===== config.mk =====
export PLATFORM = sky130hd
export DESIGN_NAME = dpa_port_top
export DESIGN_NICKNAME = d
export VERILOG_FILES = /design/src/dpa_pkg.sv /design/src/dpa_wb_slave.sv /design/src/dpa_irq.sv /design/src/dpa_port_top.sv
export VERILOG_INCLUDE_DIRS = /design/src
export SDC_FILE = /design/constraint.sdc
export NUM_CORES = 1
export LEC_CHECK = 0
export BUFFER_PORTS_ARGS = -buffer_cell sky130_fd_sc_hd__buf_2
export CORE_ASPECT_RATIO = 2
export CORE_MARGIN = 2
export CORE_UTILIZATION = 56
export DETAILED_ROUTE_END_ITERATION = 10
export HOLD_SLACK_MARGIN = 0.12
export PLACE_DENSITY = 0.8
export SKIP_LAST_GASP = 1
export SLEW_MARGIN = 20
export SYNTH_ARGS = -nofsm -noshare
export SYNTH_HDL_FRONTEND = slang
export SYNTH_SLANG_ARGS = --single-unit
export TNS_END_PERCENT = 1

===== constraint.sdc =====
create_clock -name CLOCK -period 3.4 [get_ports CLOCK]
set_clock_uncertainty 0.05 [all_clocks]
set_input_delay 0.34 -clock CLOCK [delete_from_list [all_inputs] [get_ports CLOCK]]
set_output_delay 0.34 -clock CLOCK [all_outputs]
set_load 0.02 [all_outputs]

===== src/dpa_map.svh =====
// Purpose: Offsets, field positions, reset values and sizes of the digital port block.
// Assumes: Included by the package and by the design modules by its bare name.
// Notes: Byte addresses on a 32-bit classic Wishbone bus; every register takes one word.
`ifndef DPA_MAP_SVH
`define DPA_MAP_SVH

////////////////////////////////////////////////////////////////////////////////
// Sizes.
`define DPA_NUM_PORTS 4
`define DPA_PORT_W 8
`define DPA_ADR_W 8
`define DPA_DAT_W 32
`define DPA_PORT_D 3

////////////////////////////////////////////////////////////////////////////////
// Per-port register offsets inside a 16-byte port window.
`define DPA_OFS_PIN 4'h0
`define DPA_OFS_DIR 4'h4
`define DPA_OFS_LATCH 4'h8
`define DPA_OFS_BITOP 4'hC
`define DPA_PORT_AREA 2'h0

// Global registers.
`define DPA_ADR_MCU 8'h40
`define DPA_ADR_IRQ_STAT 8'h44
`define DPA_ADR_IRQ_MASK 8'h48

////////////////////////////////////////////////////////////////////////////////
// Field positions.
`define DPA_MCU_PULLOFF_BIT 4
`define DPA_BITOP_TGT_BIT 8
`define DPA_BITOP_VAL_BIT 9

// Port D alternate function pin positions and the pin change source count.
`define DPA_PD_RX0 0
`define DPA_PD_TX0 1
`define DPA_PD_RX1 2
`define DPA_PD_TX1 3
`define DPA_PD_CLK1 4
`define DPA_PCHG_CNT 5

////////////////////////////////////////////////////////////////////////////////
// Reset values.
`define DPA_RST_LATCH 8'h00
`define DPA_RST_DIR 8'h00
`define DPA_RST_MASK 32'h00000000

`endif


===== src/dpa_pkg.sv =====
// Purpose: Types shared by the digital port block and its bus and interrupt helpers.
// Assumes: dpa_map.svh supplies every number used here.
// Notes: All carriers are packed so they can be registered as one word.
`include "dpa_map.svh"

package dpa_pkg;

  ////////////////////////////////////////////////////////////////////////////////
  // One bit per pin of every port.
  typedef logic [`DPA_NUM_PORTS-1:0][`DPA_PORT_W-1:0] dpa_ports_t;

  // Wishbone request as seen by the slave.
  typedef struct packed {
    logic cyc;
    logic stb;
    logic we;
    logic [`DPA_ADR_W-1:0] adr;
    logic [3:0] sel;
    logic [`DPA_DAT_W-1:0] dat;
  } dpa_wb_req_t;

  // Requests from the serial units and timer 1 that override port D pins.
  typedef struct packed {
    logic serial0_tx_en;
    logic serial0_tx_line;
    logic serial0_rx_en;
    logic serial1_tx_en;
    logic serial1_tx_line;
    logic serial1_rx_en;
    logic serial1_sync;
    logic serial1_ext_clock;
    logic timer1_compare_b_en;
    logic timer1_compare_b_out;
  } dpa_alt_in_t;

  // Pin values handed to the peripherals and the interrupt logic.
  typedef struct packed {
    logic serial0_rx_line;
    logic serial1_rx_line;
    logic serial1_ext_clock_in;
    logic ext_irq_zero;
    logic ext_irq_one;
    logic timer3_count_input;
    logic [`DPA_PCHG_CNT-1:0] pin_change_src;
  } dpa_alt_out_t;

  ////////////////////////////////////////////////////////////////////////////////
  // State of the bus slave.
  typedef struct packed {
    logic ack;
  } dpa_wb_state_t;

  // State of the interrupt block.
  typedef struct packed {
    logic [`DPA_DAT_W-1:0] status;
    logic [`DPA_DAT_W-1:0] mask;
    logic irq;
  } dpa_irq_state_t;

  // State of the port block.
  typedef struct packed {
    dpa_ports_t latch;
    dpa_ports_t dir;
    dpa_ports_t pin_q;
    dpa_ports_t pad_out;
    dpa_ports_t pad_oe_b;
    dpa_ports_t pad_pull;
    logic pullup_global_off;
    logic primed;
    logic [`DPA_DAT_W-1:0] rdata;
    dpa_alt_out_t alt;
  } dpa_state_t;

endpackage : dpa_pkg


===== src/dpa_wb_slave.sv =====
// Purpose: Classic Wishbone handshake for the port block.
// Assumes: The master holds its request until it samples ack high.
// Notes: Ack rises one edge after the request and falls on the next edge.
`timescale 1ns/1ps
`include "dpa_map.svh"

module dpa_wb_slave (
  input wire logic clk, // System clock.
  input wire logic rst_b, // Synchronous reset, active low.
  input dpa_pkg::dpa_wb_req_t req, // Bus request.
  output logic take, // Request accepted at this edge.
  output logic ack // Registered acknowledge.
);

  dpa_pkg::dpa_wb_state_t st;
  dpa_pkg::dpa_wb_state_t next_st;

  ////////////////////////////////////////////////////////////////////////////////
  // A request is taken once; masking with ack stops a held request being taken twice.
  always_comb
  begin
    next_st = st;
    take = req.cyc & req.stb & ~st.ack;
    next_st.ack = take;
  end

  // Register the slave state.
  always_ff @(posedge clk)
  begin
    if (!rst_b)
    begin
      st <= '0;
    end
    else
    begin
      st <= next_st;
    end
  end

  assign ack = st.ack;

endmodule : dpa_wb_slave


===== src/dpa_irq.sv =====
// Purpose: Sticky event status, mask and one level interrupt line.
// Assumes: clr is a one-cycle pulse from a read of the status register.
// Notes: An event in the clearing cycle survives the clear.
`timescale 1ns/1ps
`include "dpa_map.svh"

module dpa_irq #(
  parameter int W = `DPA_DAT_W
) (
  input wire logic clk, // System clock.
  input wire logic rst_b, // Synchronous reset, active low.
  input wire logic [W-1:0] evt, // One-cycle event pulses.
  input wire logic clr, // Clear all status bits.
  input wire logic [W-1:0] mask_we, // Per-bit write enable for the mask.
  input wire logic [W-1:0] mask_wd, // Mask write data.
  output logic [W-1:0] status, // Sticky status.
  output logic [W-1:0] mask, // Interrupt mask.
  output logic irq // Level interrupt, from a register.
);

  logic [W-1:0] st_status;
  logic [W-1:0] st_mask;
  logic st_irq;
  logic [W-1:0] next_status;
  logic [W-1:0] next_mask;
  logic next_irq;

  ////////////////////////////////////////////////////////////////////////////////
  // The set term is applied after the clear so a late event is never lost.
  always_comb
  begin
    next_status = (st_status & ~{W{clr}}) | evt;
    next_mask = (st_mask & ~mask_we) | (mask_wd & mask_we);
    next_irq = |(next_status & next_mask);
  end

  // Register status, mask and the interrupt line together.
  always_ff @(posedge clk)
  begin
    if (!rst_b)
    begin
      st_status <= '0;
      st_mask <= W'(`DPA_RST_MASK);
      st_irq <= 1'b0;
    end
    else
    begin
      st_status <= next_status;
      st_mask <= next_mask;
      st_irq <= next_irq;
    end
  end

  assign status = st_status;
  assign mask = st_mask;
  assign irq = st_irq;

endmodule : dpa_irq


===== src/dpa_port_top.sv =====
// Purpose: General-purpose digital ports with port D alternate function overrides.
// Assumes: Pin inputs are synchronous to CLOCK; registers sit behind classic Wishbone.
// Notes: Pad outputs, enables and pull-ups are registered, so they follow a write by one edge.
//
// How it works
// - Each port has separate pin input, direction and output latch locations.
// - Pin input location stores nothing; latch and direction are read and write.
// - Writing ones to the pin input location toggles matching latch bits.
// - The global pull-up off bit disables every pull-up on every port.
// - Single bit set or clear touches only the addressed bit.
// - Each input pin has its own pull-up, enabled by its latch bit.
// - An alternate function on one pin leaves other pins as plain I/O.
// - Port D pin 4 carries timer 1 compare B only when set as output.
// - Port D pin 4 is serial 1 clock in sync mode; direction picks drive.
// - Serial 1 transmitter enabled forces port D pin 3 to output.
// - Serial 1 receiver enabled forces port D pin 2 input; latch keeps pull-up.
// - Serial 0 transmitter enabled forces port D pin 1 to output.
// - Serial 0 receiver enabled forces port D pin 0 input; latch keeps pull-up.
// - Port D pins 0 to 4 feed pin change sources 24 to 28.
// - Port D pin 3 is external interrupt 1, pin 2 external interrupt 0.
// - Port D pin 0 is the timer 3 external count input.
//
// Decided for this implementation: register access over Wishbone and the placing of the registers.
`timescale 1ns/1ps
`include "dpa_map.svh"

module dpa_port_top (
  input wire logic CLOCK, // System clock, 50 MHz.
  input wire logic RST_B, // Synchronous reset, active low.
  input wire logic WB_CYC_I, // Wishbone cycle.
  input wire logic WB_STB_I, // Wishbone strobe.
  input wire logic WB_WE_I, // Wishbone write enable.
  input wire logic [`DPA_ADR_W-1:0] WB_ADR_I, // Wishbone byte address.
  input wire logic [3:0] WB_SEL_I, // Wishbone byte selects.
  input wire logic [`DPA_DAT_W-1:0] WB_DAT_I, // Wishbone write data.
  output logic [`DPA_DAT_W-1:0] WB_DAT_O, // Wishbone read data.
  output logic WB_ACK_O, // Wishbone acknowledge.
  output logic IRQ, // Pin change interrupt, active high level.
  input dpa_pkg::dpa_ports_t PIN_IN, // Sampled pin levels.
  output dpa_pkg::dpa_ports_t PIN_OUT, // Pin drive values.
  output dpa_pkg::dpa_ports_t PIN_OE_B, // Pin drive enables, active low.
  output dpa_pkg::dpa_ports_t PIN_PULLUP, // Pull-up enables, active high.
  input dpa_pkg::dpa_alt_in_t ALT_IN, // Peripheral override requests.
  output dpa_pkg::dpa_alt_out_t ALT_OUT // Pin values for peripherals.
);

  ////////////////////////////////////////////////////////////////////////////////
  // Declarations.
  dpa_pkg::dpa_state_t st;
  dpa_pkg::dpa_state_t next_st;
  dpa_pkg::dpa_wb_req_t wb_req;
  dpa_pkg::dpa_ports_t eff_dir;
  dpa_pkg::dpa_ports_t eff_out;
  dpa_pkg::dpa_ports_t pin_evt;
  logic take;
  logic wr;
  logic rd;
  logic in_ports;
  logic [1:0] port_idx;
  logic [3:0] ofs;
  logic [`DPA_DAT_W-1:0] irq_status;
  logic [`DPA_DAT_W-1:0] irq_mask;
  logic [`DPA_DAT_W-1:0] mask_we;
  logic stat_clr;
  logic [`DPA_PORT_W-1:0] bit_mask;

  // Expand byte selects to a bit mask over the data word.
  function automatic logic [`DPA_DAT_W-1:0] sel_bits(input logic [3:0] sel);
    logic [`DPA_DAT_W-1:0] m;
    m = '0;
    for (int i = 0; i < 4; i++)
    begin
      m[i*8 +: 8] = {8{sel[i]}};
    end
    return m;
  endfunction : sel_bits

  // Set or clear the masked bits of one port register.
  function automatic logic [`DPA_PORT_W-1:0] bit_op(
    input logic [`DPA_PORT_W-1:0] cur,
    input logic [`DPA_PORT_W-1:0] m,
    input logic val
  );
    return val ? (cur | m) : (cur & ~m);
  endfunction : bit_op

  ////////////////////////////////////////////////////////////////////////////////
  // Bus request bundle and the handshake helper.
  assign wb_req = '{cyc: WB_CYC_I, stb: WB_STB_I, we: WB_WE_I, adr: WB_ADR_I,
                    sel: WB_SEL_I, dat: WB_DAT_I};

  dpa_wb_slave u_wb (
    .clk(CLOCK),
    .rst_b(RST_B),
    .req(wb_req),
    .take(take),
    .ack(WB_ACK_O)
  );

  // Address split and access strobes for this cycle.
  assign wr = take & WB_WE_I;
  assign rd = take & ~WB_WE_I;
  assign in_ports = (WB_ADR_I[7:6] == `DPA_PORT_AREA);
  assign port_idx = WB_ADR_I[5:4];
  assign ofs = WB_ADR_I[3:0];
  assign stat_clr = rd & (WB_ADR_I == `DPA_ADR_IRQ_STAT);
  assign mask_we = (wr && WB_ADR_I == `DPA_ADR_IRQ_MASK) ? sel_bits(WB_SEL_I) : '0;
  assign bit_mask = WB_DAT_I[`DPA_PORT_W-1:0];

  // The first sample after reset has no previous value, so it raises no event.
  assign pin_evt = st.primed ? (PIN_IN ^ st.pin_q) : '0;

  ////////////////////////////////////////////////////////////////////////////////
  // Pin change events set sticky status bits; a status read clears them.
  dpa_irq #(
    .W(`DPA_DAT_W)
  ) u_irq (
    .clk(CLOCK),
    .rst_b(RST_B),
    .evt(pin_evt),
    .clr(stat_clr),
    .mask_we(mask_we),
    .mask_wd(WB_DAT_I),
    .status(irq_status),
    .mask(irq_mask),
    .irq(IRQ)
  );

  ////////////////////////////////////////////////////////////////////////////////
  // Register writes, read data, pad resolution and alternate function taps.
  always_comb
  begin
    next_st = st;
    eff_dir = '0;
    eff_out = '0;
    next_st.pin_q = PIN_IN;
    next_st.primed = 1'b1;

    // Register writes; each location is decoded on its own.
    if (wr && in_ports && WB_SEL_I[0])
    begin
      case (ofs)
        `DPA_OFS_PIN:
        begin
          next_st.latch[port_idx] = st.latch[port_idx] ^ bit_mask;
        end
        `DPA_OFS_DIR:
        begin
          next_st.dir[port_idx] = bit_mask;
        end
        `DPA_OFS_LATCH:
        begin
          next_st.latch[port_idx] = bit_mask;
        end
        `DPA_OFS_BITOP:
        begin
          // Only masked bits move, so other pins keep their setting.
          if (WB_SEL_I[1])
          begin
            if (WB_DAT_I[`DPA_BITOP_TGT_BIT])
            begin
              next_st.latch[port_idx] = bit_op(st.latch[port_idx], bit_mask,
                                               WB_DAT_I[`DPA_BITOP_VAL_BIT]);
            end
            else
            begin
              next_st.dir[port_idx] = bit_op(st.dir[port_idx], bit_mask,
                                             WB_DAT_I[`DPA_BITOP_VAL_BIT]);
            end
          end
        end
        default:
        begin
          next_st.latch = st.latch;
        end
      endcase
    end
    if (wr && WB_ADR_I == `DPA_ADR_MCU && WB_SEL_I[0])
    begin
      next_st.pullup_global_off = WB_DAT_I[`DPA_MCU_PULLOFF_BIT];
    end

    // Read data; unmapped addresses and the bit-op location read as zero.
    if (rd)
    begin
      next_st.rdata = '0;
      if (in_ports)
      begin
        case (ofs)
          `DPA_OFS_PIN:
          begin
            next_st.rdata[`DPA_PORT_W-1:0] = st.pin_q[port_idx];
          end
          `DPA_OFS_DIR:
          begin
            next_st.rdata[`DPA_PORT_W-1:0] = st.dir[port_idx];
          end
          `DPA_OFS_LATCH:
          begin
            next_st.rdata[`DPA_PORT_W-1:0] = st.latch[port_idx];
          end
          default:
          begin
            next_st.rdata = '0;
          end
        endcase
      end
      else
      begin
        case (WB_ADR_I)
          `DPA_ADR_MCU:
          begin
            next_st.rdata[`DPA_MCU_PULLOFF_BIT] = st.pullup_global_off;
          end
          `DPA_ADR_IRQ_STAT:
          begin
            next_st.rdata = irq_status;
          end
          `DPA_ADR_IRQ_MASK:
          begin
            next_st.rdata = irq_mask;
          end
          default:
          begin
            next_st.rdata = '0;
          end
        endcase
      end
    end

    // Plain I/O for every pin first; overrides below touch single port D bits only.
    eff_dir = next_st.dir;
    eff_out = next_st.latch;

    // Serial 0 receiver forces its pin to input.
    if (ALT_IN.serial0_rx_en)
    begin
      eff_dir[`DPA_PORT_D][`DPA_PD_RX0] = 1'b0;
    end
    // Serial 0 transmitter owns its pin regardless of direction.
    if (ALT_IN.serial0_tx_en)
    begin
      eff_dir[`DPA_PORT_D][`DPA_PD_TX0] = 1'b1;
      eff_out[`DPA_PORT_D][`DPA_PD_TX0] = ALT_IN.serial0_tx_line;
    end
    // Serial 1 receiver forces its pin to input.
    if (ALT_IN.serial1_rx_en)
    begin
      eff_dir[`DPA_PORT_D][`DPA_PD_RX1] = 1'b0;
    end
    // Serial 1 transmitter owns its pin regardless of direction.
    if (ALT_IN.serial1_tx_en)
    begin
      eff_dir[`DPA_PORT_D][`DPA_PD_TX1] = 1'b1;
      eff_out[`DPA_PORT_D][`DPA_PD_TX1] = ALT_IN.serial1_tx_line;
    end
    // Pin 4: the sync serial clock wins over the compare output when both ask.
    if (ALT_IN.serial1_sync)
    begin
      if (next_st.dir[`DPA_PORT_D][`DPA_PD_CLK1])
      begin
        eff_out[`DPA_PORT_D][`DPA_PD_CLK1] = ALT_IN.serial1_ext_clock;
      end
    end
    else if (ALT_IN.timer1_compare_b_en && next_st.dir[`DPA_PORT_D][`DPA_PD_CLK1])
    begin
      eff_out[`DPA_PORT_D][`DPA_PD_CLK1] = ALT_IN.timer1_compare_b_out;
    end

    // Pull-up needs an input pin, a set latch bit and no global disable.
    next_st.pad_oe_b = ~eff_dir;
    next_st.pad_out = eff_out;
    next_st.pad_pull = ~eff_dir & next_st.latch
                       & {(`DPA_NUM_PORTS*`DPA_PORT_W){~next_st.pullup_global_off}};

    // Port D pin taps for the peripherals and the interrupt controller.
    next_st.alt.pin_change_src = PIN_IN[`DPA_PORT_D][`DPA_PCHG_CNT-1:0];
    next_st.alt.ext_irq_zero = PIN_IN[`DPA_PORT_D][`DPA_PD_RX1];
    next_st.alt.ext_irq_one = PIN_IN[`DPA_PORT_D][`DPA_PD_TX1];
    next_st.alt.timer3_count_input = PIN_IN[`DPA_PORT_D][`DPA_PD_RX0];
    next_st.alt.serial0_rx_line = PIN_IN[`DPA_PORT_D][`DPA_PD_RX0];
    next_st.alt.serial1_rx_line = PIN_IN[`DPA_PORT_D][`DPA_PD_RX1];
    next_st.alt.serial1_ext_clock_in = ALT_IN.serial1_sync
                                       & ~next_st.dir[`DPA_PORT_D][`DPA_PD_CLK1]
                                       & PIN_IN[`DPA_PORT_D][`DPA_PD_CLK1];
  end

  ////////////////////////////////////////////////////////////////////////////////
  // Register the whole state; reset leaves every pin an undriven input, no pull-up.
  always_ff @(posedge CLOCK)
  begin
    if (!RST_B)
    begin
      st <= '0;
      st.latch <= {`DPA_NUM_PORTS{`DPA_RST_LATCH}};
      st.dir <= {`DPA_NUM_PORTS{`DPA_RST_DIR}};
      st.pad_oe_b <= '1;
    end
    else
    begin
      st <= next_st;
    end
  end

  // Outputs straight from the state flip-flops.
  assign WB_DAT_O = st.rdata;
  assign PIN_OUT = st.pad_out;
  assign PIN_OE_B = st.pad_oe_b;
  assign PIN_PULLUP = st.pad_pull;
  assign ALT_OUT = st.alt;

endmodule : dpa_port_top


# ---- Word level (Yosys, flattened, before mapping)
# Index checks and enable logic that the tools add are counted.
dict set report word_totals {
  register_bits 277
  output_inout_bits 141
  elab_cells 120
}
dict set report op_classes {
  magnitude_cmp 2
  n_eq_ne 6
  muxes 40
  bitwise 29
  n_reduce_logical 10
}
# operator n
set ops {}
lappend ops {{32-bit bitwise AND} 6}
lappend ops {{32-bit 2-to-1 mux} 6}
lappend ops {{32-bit bitwise mux} 5}
lappend ops {{64-bit 2-to-1 mux} 2}
lappend ops {{32-bit inverter} 3}
lappend ops {{32-bit one-hot mux with 3 select lines} 1}
lappend ops {{32-bit bitwise OR} 2}
lappend ops {{32-bit one-hot mux with 2 select lines} 1}
lappend ops {{27-bit one-hot mux with 2 select lines} 1}
lappend ops {{8-bit binary-select mux with 2-bit select} 3}
lappend ops {{8-bit 2-to-1 mux} 6}
lappend ops {{44-bit 2-to-1 mux} 1}
lappend ops {{32-bit OR reduction} 1}
lappend ops {{32-bit bitwise XOR} 1}
lappend ops {{8-bit by 7-bit == test with 1-bit output, second input constant} 3}
lappend ops {{8-bit one-hot mux with 3 select lines} 1}
lappend ops {{8-bit bitwise AND} 2}
lappend ops {{8-bit demux with 2-bit select} 1}
lappend ops {{8-bit bitwise OR} 2}
lappend ops {{1-bit 2-to-1 mux} 10}
lappend ops {{4-bit == test, second input constant} 2}
lappend ops {{8-bit inverter} 1}
lappend ops {{4-bit one-hot mux with 2 select lines} 1}
lappend ops {{8-bit bitwise XOR} 1}
lappend ops {{9 further kinds} 24}

# ---- Depth between registers and ports, before layout
# Gate-level depths: netlist of run 1.
dict set report logic_depth {
  depth_word 13
  ltp_mapped 11
}

# ---- Modules after synthesis
# Synthesis of run 1 repeated with hierarchy kept, for this count alone.
dict set report unflattened {
  cells_unflattened 1504
  area_unflattened_um2 13520.5
}
# module n_inst cells_per_inst area_each_um2
set by_module_without_submodules {}
lappend by_module_without_submodules {dpa_port_top 1 1275 11149.4}
lappend by_module_without_submodules {dpa_irq 1 226 2331.0}
lappend by_module_without_submodules {dpa_wb_slave 1 3 40.0}

# ---- Least setup slack after synthesis of run 1
# No wires, ideal clock.
dict set report synth_path {
  path_type {input-to-reg}
  from {input WB_ADR_I[5]}
  to {register u_irq.st_irq (netlist: u_irq.irq)}
  arrival_time_ns 2.604
  t_required_ns 3.219
  path_slack_ns 0.614
  cell_stages 9
  path_buffers 2
  cell_sequence {buf_2 or4b_1 buf_4 nor4_4 mux2_2 a22oi_1 nand4_1 nor3_1 a31oi_1}
}
dict set report synth_via {
  elab_chain_len 8
}
# element line
set synth_rtl {}
lappend synth_rtl {{start: declaration} dpa_port_top.sv:33} ;# input wire logic [`DPA_ADR_W-1:0] WB_ADR_I,
lappend synth_rtl {{8-bit by 7-bit == test with 1-bit output} n/a}
lappend synth_rtl {{1-bit logical AND (no line)} n/a}
lappend synth_rtl {{32-bit 2-to-1 mux} dpa_port_top.sv:107} ;# assign mask_we = (wr && WB_ADR_I == `DPA_ADR_IRQ_MASK) ? sel_bits(WB_SEL_I) : '0;
lappend synth_rtl {{32-bit inverter} dpa_irq.sv:33} ;# next_mask = (st_mask & ~mask_we) | (mask_wd & mask_we);
lappend synth_rtl {{32-bit bitwise AND} dpa_irq.sv:33}
lappend synth_rtl {{32-bit bitwise OR} dpa_irq.sv:33}
lappend synth_rtl {{32-bit bitwise AND (*)} dpa_irq.sv:34} ;# next_irq = |(next_status & next_mask);
lappend synth_rtl {{32-bit OR reduction (*)} dpa_irq.sv:34}
lappend synth_rtl {{end signal: assignment} dpa_irq.sv:50} ;# st_irq <= next_irq;
lappend synth_rtl {{end: declaration} dpa_irq.sv:23} ;# logic st_irq;
# Mark *: on every way between the ends. The rest lies on a longest branch, timed or not.
# A chain may end at the register's enable or synchronous reset.

# ---- Worst setup path after layout of run 1
dict set report layout_path {
  from {register u_wb.st (netlist: u_wb.ack)}
  to {register st, in the netlist PIN_PULLUP[20]}
}
dict set report layout_via {
  elab_chain_len 9
}
# element line
set layout_rtl {}
lappend layout_rtl {{start: declaration} dpa_wb_slave.sv:15} ;# dpa_pkg::dpa_wb_state_t st;
lappend layout_rtl {{start signal: assignment} dpa_wb_slave.sv:36} ;# st <= next_st;
lappend layout_rtl {{1-bit inverter (*)} dpa_wb_slave.sv:23} ;# take = req.cyc & req.stb & ~st.ack;
lappend layout_rtl {{1-bit bitwise AND (*)} dpa_wb_slave.sv:23}
lappend layout_rtl {{1-bit bitwise AND (*)} dpa_port_top.sv:101} ;# assign wr = take & WB_WE_I;
lappend layout_rtl {{1-bit logical AND (2 in a row)} dpa_port_top.sv:140} ;# if (wr && in_ports && WB_SEL_I[0])
lappend layout_rtl {{64-bit 2-to-1 mux} dpa_port_top.sv:140}
lappend layout_rtl {{32-bit inverter} dpa_port_top.sv:273} ;# next_st.pad_pull = ~eff_dir & next_st.latch
lappend layout_rtl {{32-bit bitwise AND} dpa_port_top.sv:273}
lappend layout_rtl {{32-bit bitwise AND (*)} dpa_port_top.sv:273}
lappend layout_rtl {{end signal: assignment} dpa_port_top.sv:301} ;# st <= next_st;
lappend layout_rtl {{end: declaration} dpa_port_top.sv:49} ;# dpa_pkg::dpa_state_t st;
# Marks and branches as above.

==> results of run 1 <==
==> routing by layer <==
layer | global-route usage [%] | up-vias | routed length, µm
li1 | - | 5057 | -
met1 | 35.4 | 5290 | 13600
met2 | 65.7 | 663 | 23000
met3 | 5.44 | 202 | 2900
met4 | 34.2 | 0 | 4870
met5 | 0 | - | 0
==> synthesized netlist by cell type (all sizes together), types with 4 or more instances <==
cell / instances / area [µm²]
a22o: 55 / 483
mux2i: 39 / 390
a31oi: 10 / 62.6
nand2b: 20 / 125
o22ai: 4 / 25.0
a21oi: 130 / 651
mux2: 9 / 101
and2: 113 / 707
inv: 41 / 154
mux4: 24 / 541
buf: 154 / 1140
a211oi: 27 / 203
nor3: 11 / 60.1
o21ai: 57 / 285
dfxtp: 264 / 5290
nor2: 192 / 721
nor4: 7 / 104
nand3: 15 / 75.1
a22oi: 52 / 395
nand4: 5 / 31.3
clkbuf: 67 / 251
xor2: 32 / 280
nand2: 36 / 135
nor3b: 8 / 60.1
nor2b: 7 / 43.8
==> worst max path at each step <==
stage / from / endpoint / slack, ns
after floorplan: WB_ADR_I[5] / u_irq.irq / 0.61
after global placement: WB_ADR_I[2] / u_irq.irq / 0.35
final: u_wb.ack / PIN_PULLUP[20] / 0.47
after detailed placement: WB_ADR_I[2] / u_irq.irq / 0.23
after CTS: u_wb.ack / PIN_PULLUP[20] / 0.59
after global routing: u_wb.ack / PIN_PULLUP[20] / 0.28
==> critical path, delay by kind of cell (launching register included) <==
kind                   cells  cell delay [ns]
AND/OR/NAND/NOR            5             1.97
AO/OA/AOI/OAI              1             0.27
flip-flops                 1             0.33
buffers and inverters      1             0.21
==> sequential cells by signal, summed over array words and instances, names as in the netlist, 27 cells and up <==
name	count
st	74
PIN_PULLUP	32
u_irq.mask	32
u_irq.status	32
PIN_OUT	27
WB_DAT_O	32
PIN_OE_B	32
==> cell usage in the layout (no fill, tap or decap), drive strengths merged, types with 2 or more instances in the layout <==
master,count
o22ai,4
nor3,11
dlygate4sd3,58
dfxtp,264
inv,43
mux2,9
a31oi,10
o21ai,57
o211ai,2
and2,113
or4b,2
a21oi,130
nand3,15
nand2b,20
nor4b,2
clkbuf,26
xor2,32
a22o,55
nor3b,8
a22oi,52
mux2i,39
clkinvlp,2
bufinv,5
nor2b,7
nand2,36
nand4,5
o31ai,2
nor2,192
a222oi,3
clkinv,7
a221oi,2
nor4,7
a211oi,27
or3,2
mux4,24
buf,294
==> cell families after synthesis <==
logic type                Yosys count  share of synthesized area, %
and+or+nand+nor                   428                          17.5
AOI/OAI and AO/OA                 347                          17.6
DFF                               264                          42.1
buffers and inverters             262                          12.3
muxes                              72                          8.23
xor gates and xnor gates           32                          2.23
==> final cells by class <==
class / instances / area [µm²]
multi-input cells: 879 / 5750
clock inverters: 16 / 235
flip-flops and latches: 264 / 5290
well taps: 276 / 345
clock buffers: 26 / 607
fillers: 1769 / 7470
repair buffers: 352 / 2220
inverters: 41 / 154
==> stage by stage <==
stage,worst slack [ns],instances
after detailed placement,0.234,1754
after global routing,0.285,1854
after global placement,0.354,1754
after floorplan,0.614,1405
after CTS,0.589,1854
final,0.474,1854
==> power groups by stage <==
stage / Sequential (mW) / Combinational, mW / Clock, mW
5_1_grt: 3.20 / 0.624 / 3.08
2_1_floorplan: 3.25 / 0.321 / 0
4_1_cts: 3.19 / 0.575 / 2.97
3_5_place_dp: 3.26 / 0.520 / 0
3_3_place_gp: 3.26 / 0.515 / 0
6_report: 3.20 / 0.593 / 2.95
==> run_results.csv, run 1 <==
group,metric,value,unit
outcome,status,"finished, final reports clean",
clocking,clk_pin_slew_worst_paths,0.07,ns
clocking,postCtsSetupRepairBufs,0,
clocking,cts-root-buf,"clkbuf_16",
final_layout,fin_nets,1652,
synthesis,synth_ff_type,"dfxtp_1",
timing,post-route-period-util,86.1,%
synthesis,synth_edf_count,0,
synthesis,synth_warnings,0,
place,place_hpwl,32200,µm
pwr,power_density,462,mW/mm²
pwr,vdd_drop_max,482,µV
final_layout,insertedDiodeCount,0,
timing,holdWs,0.137,ns
worst_setup_path,crit_top_cell,"nor3_1",
timing,hold_viol,0,
worst_setup_path,crit_required,3.80,ns
worst_setup_path,ff2ff_setup_slack,0.47,ns
flow_run,max-cap-violations,0,
clocking,clk_latency,0.54,ns
global_route,antenna_found_initial,0,
worst_setup_path,critPathKind,"flop to flop",
timing,rsz0062_at_grt,"no",
floorplanning,row_count,77,
global_route,grt.overflow.total,0,
synthesis,seq_area_frac_synth,42.1,%
clocking,cts_buffers,23,
worst_setup_path,worstPathArrival,3.32,ns
place,postPlaceCellArea,0.0132,mm²
pwr,power_frac_clock,43.8,%
global_route,grt_start_max_net_pins,71,
timing,tightest_slew,0.952,ns
worst_setup_path,cp_cell_sequence,"nand3b_2 -> nor2_1 -> nand4_1 -> nor3_1 -> a222oi_1 -> buf_4 -> nor3_1",
drt,vias,11200,
worst_hold_path,min-delay-start,"WB_DAT_I[10]",
drt,drtIter0Drc,912,
clocking,cts_buffer_depth,3,
floorplanning,die_area,0.0237,mm²
worst_hold_path,hp-class,"input port to flop",
floorplanning,initial_core_util,56.9,%
synthesis,synth_area,0.0125,mm²
pwr,switchingPower,1.66,mW
timing,tns,0,ns
worst_hold_path,hold_end,"u_irq.mask[10]",
global_route,track_usage,37.3,%
worst_setup_path,cp_slowest_stage_delay,0.76,ns
final_layout,post-route-util,66.2,%
drt,dr.pass1.iters,6,
drt,viasPerCell,6.05,
final_layout,syn_to_final_growth,16.3,%
clocking,cts_resized,0,
timing,final-setup-viol-count,0,
pwr,p_leak,6.06,nW
worst_setup_path,start_kind,"flop",
global_route,grt_pass1_vias,11300,
final_layout,drive_above_1_share,24.4,%
pwr,p_comb_share,8.8,%
drt,ant_nets,0,
drt,drc_errors,0,
pwr,seqPwrFrac,47.4,%
synthesis,synthArstFlopShare,0,%
floorplanning,core_area,0.0221,mm²
timing,fmax,342,MHz
place,io_buffers,231,
synthesis,synth_fp_nets,1496,
worst_hold_path,hold_depth,3,
worst_setup_path,crit_path_top_delay_cell,"nor3_1",
pwr,p_total,6.74,mW
worst_setup_path,rr_worst_depth,7,
drt,drt_wl_total,44400,µm
floorplanning,io_pins,232,
timing,min_period,2.93,ns
worst_setup_path,r2r_end,"PIN_PULLUP[20]",
synthesis,ys_types,53,
floorplanning,dieWidth,110,µm
drt,wl_per_cell,24.0,µm
floorplanning,die_h,216,µm
pwr,p_int,5.08,mW
clocking,cts_sinks,264,
worst_setup_path,critPathMaxFanout,9,
synthesis,netlist_instances,1405,
clocking,htree_num_levels,1,
final_layout,fin_area,0.0146,mm²
global_route,grt_pass1_wl,65400,µm
place,routabilityCongestion,0.996,
clocking,cts_tree,"built",
timing,relSlewSlack,36.5,%
clocking,ctsHoldBuffers,58,
timing,final-max-slew-violation-count,0,
worst_setup_path,rr_startpoint,"u_wb.ack",
pwr,switching_share,24.7,%
worst_setup_path,end_kind,"flop",
synthesis,syn_area_per_cell,8.93,µm²
synthesis,ys_seq_elements,264,
No activity file was read; power rests on OpenSTA's default activity.
==> run 2, diff against run 1 <==
--- a/config.mk
+++ b/config.mk
@@ -11,10 +11,12 @@
 export CORE_MARGIN = 2
 export CORE_UTILIZATION = 56
 export DETAILED_ROUTE_END_ITERATION = 10
+export GPL_TIMING_DRIVEN = 0
 export HOLD_SLACK_MARGIN = 0.12
 export PLACE_DENSITY = 0.8
+export REMOVE_ABC_BUFFERS = 1
 export SKIP_LAST_GASP = 1
-export SLEW_MARGIN = 20
+export SLEW_MARGIN = 30
 export SYNTH_ARGS = -nofsm -noshare
 export SYNTH_HDL_FRONTEND = slang
 export SYNTH_SLANG_ARGS = --single-unit
==> run 2 against run 1 <==
Sequential share of layout area is 0.33 points higher. Combinational power shrank 5.6%. Routed wire length fell by 13%. Clock power is 9.8% lower. First-iteration DRC count is 3.5% lower. Via count fell by 2.9%. Worst hold slack about the same. Die area unchanged. Count of clock-buffer cells in the layout increased by 5. Largest cell class unchanged. Total power shrank 4.8%. Final area fell by 0.88%. Sequential cell count unchanged.
==> run_results.csv, run 2 (synthesis results as in run 1) <==
group,metric,value,unit
worst_hold_path,min-delay-start,"WB_DAT_I[16]",
clocking,cts_buffers,23,
global_route,use_met3,3.65,%
final_layout,syn_to_final_growth,15.3,%
global_route,grtUsageMet1,35.4,%
timing,hold_viol,0,
global_route,grt_pass1_wl,59300,µm
worst_hold_path,hold_depth,3,
flow_run,max-cap-violations,0,
worst_setup_path,rr_worst_depth,7,
drt,ant_nets,0,
worst_setup_path,start_kind,"flop",
worst_setup_path,cp_num_buf_inv,1,
pwr,p_leak,5.93,nW
drt,drc_errors,0,
drt,wl_per_cell,21.3,µm
timing,tightest_slew,0.995,ns
clocking,cts-root-buf,"clkbuf_16",
worst_setup_path,crit_top_cell,"nor2_1",
worst_setup_path,critPathKind,"flop to flop",
final_layout,largest_register,"st",
drt,viasPerCell,5.98,
drt,drtIter0Drc,880,
global_route,grt_start_max_net_pins,93,
timing,relSlewSlack,33.6,%
global_route,antenna_found_initial,0,
pwr,vdd_drop_max,501,µV
timing,fmax,316,MHz
worst_setup_path,r2r_end,"PIN_OE_B[24]",
final_layout,final_common_cell,"dfxtp_1",
global_route,track_usage,32.7,%
clocking,cts_sinks,264,
floorplanning,initial_core_util,56.9,%
place,io_buffers,231,
outcome,status,"finished, final reports clean",
final_layout,insertedDiodeCount,0,
timing,rsz0062_at_grt,"no",
global_route,grt_pass1_vias,10900,
floorplanning,io_pins,232,
worst_setup_path,rr_startpoint,"u_wb.ack",
clocking,cts_buffer_depth,3,
final_layout,fill_cells,1774,
floorplanning,dieWidth,110,µm
global_route,top_usage_layer,"met2",
worst_setup_path,crit_family,"simple AND/OR/NAND/NOR gates",
timing,final-setup-viol-count,0,
timing,min_period,3.16,ns
pwr,p_total,6.42,mW
clocking,clk_pin_slew_worst_paths,0.07,ns
global_route,use_met2,57.9,%
pwr,power_density,444,mW/mm²
worst_setup_path,end_kind,"flop",
worst_setup_path,crit_path_top_delay_cell,"nor2_1",
timing,post-route-period-util,93.0,%
worst_setup_path,critPathMaxFanout,9,
drt,vias,10900,
worst_setup_path,cp_slowest_stage_delay,0.70,ns
worst_hold_path,hp-class,"input port to flop",
floorplanning,row_count,77,
timing,final-max-slew-violation-count,0,
floorplanning,core_area,0.0221,mm²
worst_setup_path,worstPathArrival,3.54,ns
final_layout,fin_nets,1621,
floorplanning,die_h,216,µm
worst_setup_path,crit_required,3.78,ns
final_layout,drive_above_1_share,23.1,%
final_layout,layout_common_cells,"dfxtp_1, buf_2, nor2_1",
clocking,htree_num_levels,1,
place,place_hpwl,26500,µm
drt,drt_wl_total,38800,µm
clocking,cts_tree,"built",
clocking,clk_latency,0.53,ns
final_layout,largest_register_ffs,74,
place,routabilityCongestion,0.973,
worst_setup_path,cp_cell_sequence,"nand3b_2 -> nand4bb_1 -> nor2_1 -> a22oi_1 -> nor2_1 -> nand2_1 -> dlygate4sd3_1",
worst_hold_path,hold_end,"u_irq.mask[16]",
drt,dr.pass1.iters,7,
global_route,grt.overflow.total,0,
timing,holdWs,0.137,ns
worst_setup_path,ff2ff_setup_slack,0.24,ns
floorplanning,die_area,0.0237,mm²
run 2: changes by cell type in the layout (fill, tap and decap cells not counted), sizes merged:
cell / delta
buf: -40
bufinv: -4
clkbuf: +5
clkinv: -4
clkinvlp: -1
dlygate4sd3: +8
inv: +2
nand4b: +1
run 2: routing by layer:
layer / part of all wire (%) / vias to the layer above
li1: - / 4992
met4: 7.3 / 0
met1: 33 / 5124
met5: 0 / -
met2: 52 / 598
met3: 7.6 / 169
run 2: worst max path at each step:
| stage | from | to | slack [ns] | cells after the start |
|---|---|---|---|---|
| after floorplan | u_wb.ack | PIN_OUT[28] | -0.14 | 7 |
| after global placement | WB_WE_I | WB_DAT_O[4] | -2.66 | 6 |
| after detailed placement | WB_ADR_I[5] | u_irq.irq | -0.71 | 8 |
| after CTS | WB_ADR_I[5] | u_irq.irq | 0.09 | 8 |
| after global routing | u_wb.ack | PIN_OE_B[24] | 0.09 | 8 |
| final | u_wb.ack | PIN_OE_B[24] | 0.24 | 7 |
run 2: worst register-to-register path: stages (launching register included):
cell           delay (ns)
dfxtp_1              0.34
nand3b_2             0.42
nand4bb_1            0.51
nor2_1               0.70
a22oi_1              0.24
nor2_1               0.17
nand2_1              0.07
dlygate4sd3_1        0.55
run 2: where the power goes:
part / leakage (nW) / total [mW] / internal (mW) / switching (mW)
clock network: 0.373 / 2.66 / 1.46 / 1.20
logic: 3.41 / 0.560 / 0.241 / 0.320
registers: 2.15 / 3.20 / 3.15 / 0.0463
run 2: repair_timing:
item	in CTS	in global routing
cloned	1	0
pin swaps	3	0
hold buffers	66	0
endpoints found under the setup margin	1	2
setup buffers	9	0
hold endpoints to repair	75	0
resized for setup	0	2
run 2: cell type report:
type / count / area, µm² / share of cell area (%)
Clock inverter: 9 / 87.6 / 0.605
Tap cell: 276 / 345 / 2.39
Sequential cell: 264 / 5290 / 36.5
Timing Repair Buffer: 320 / 2090 / 14.5
Inverter: 41 / 156 / 1.08
Multi-Input combinational cell: 880 / 5830 / 40.3
Clock buffer: 31 / 666 / 4.60
run 2: through the flow:
| stage | cells | TNS [ns] | cell area, µm² | setup slack [ns] | util (%) |
|---|---|---|---|---|---|
| finish | 1821 | 0 | 14500 | 0.240 | 65.6 |
| global route | 1821 | 0 | 14500 | 0.0871 | 65.6 |
| CTS | 1821 | 0 | 14500 | 0.0938 | 65.5 |
| floorplan | 1184 | -0.195 | 11200 | -0.135 | - |
| detailed placement | 1705 | -1.64 | 13000 | -0.708 | 58.7 |
| global placement | 1691 | -219.25 | 12700 | -2.66 | 57.4 |
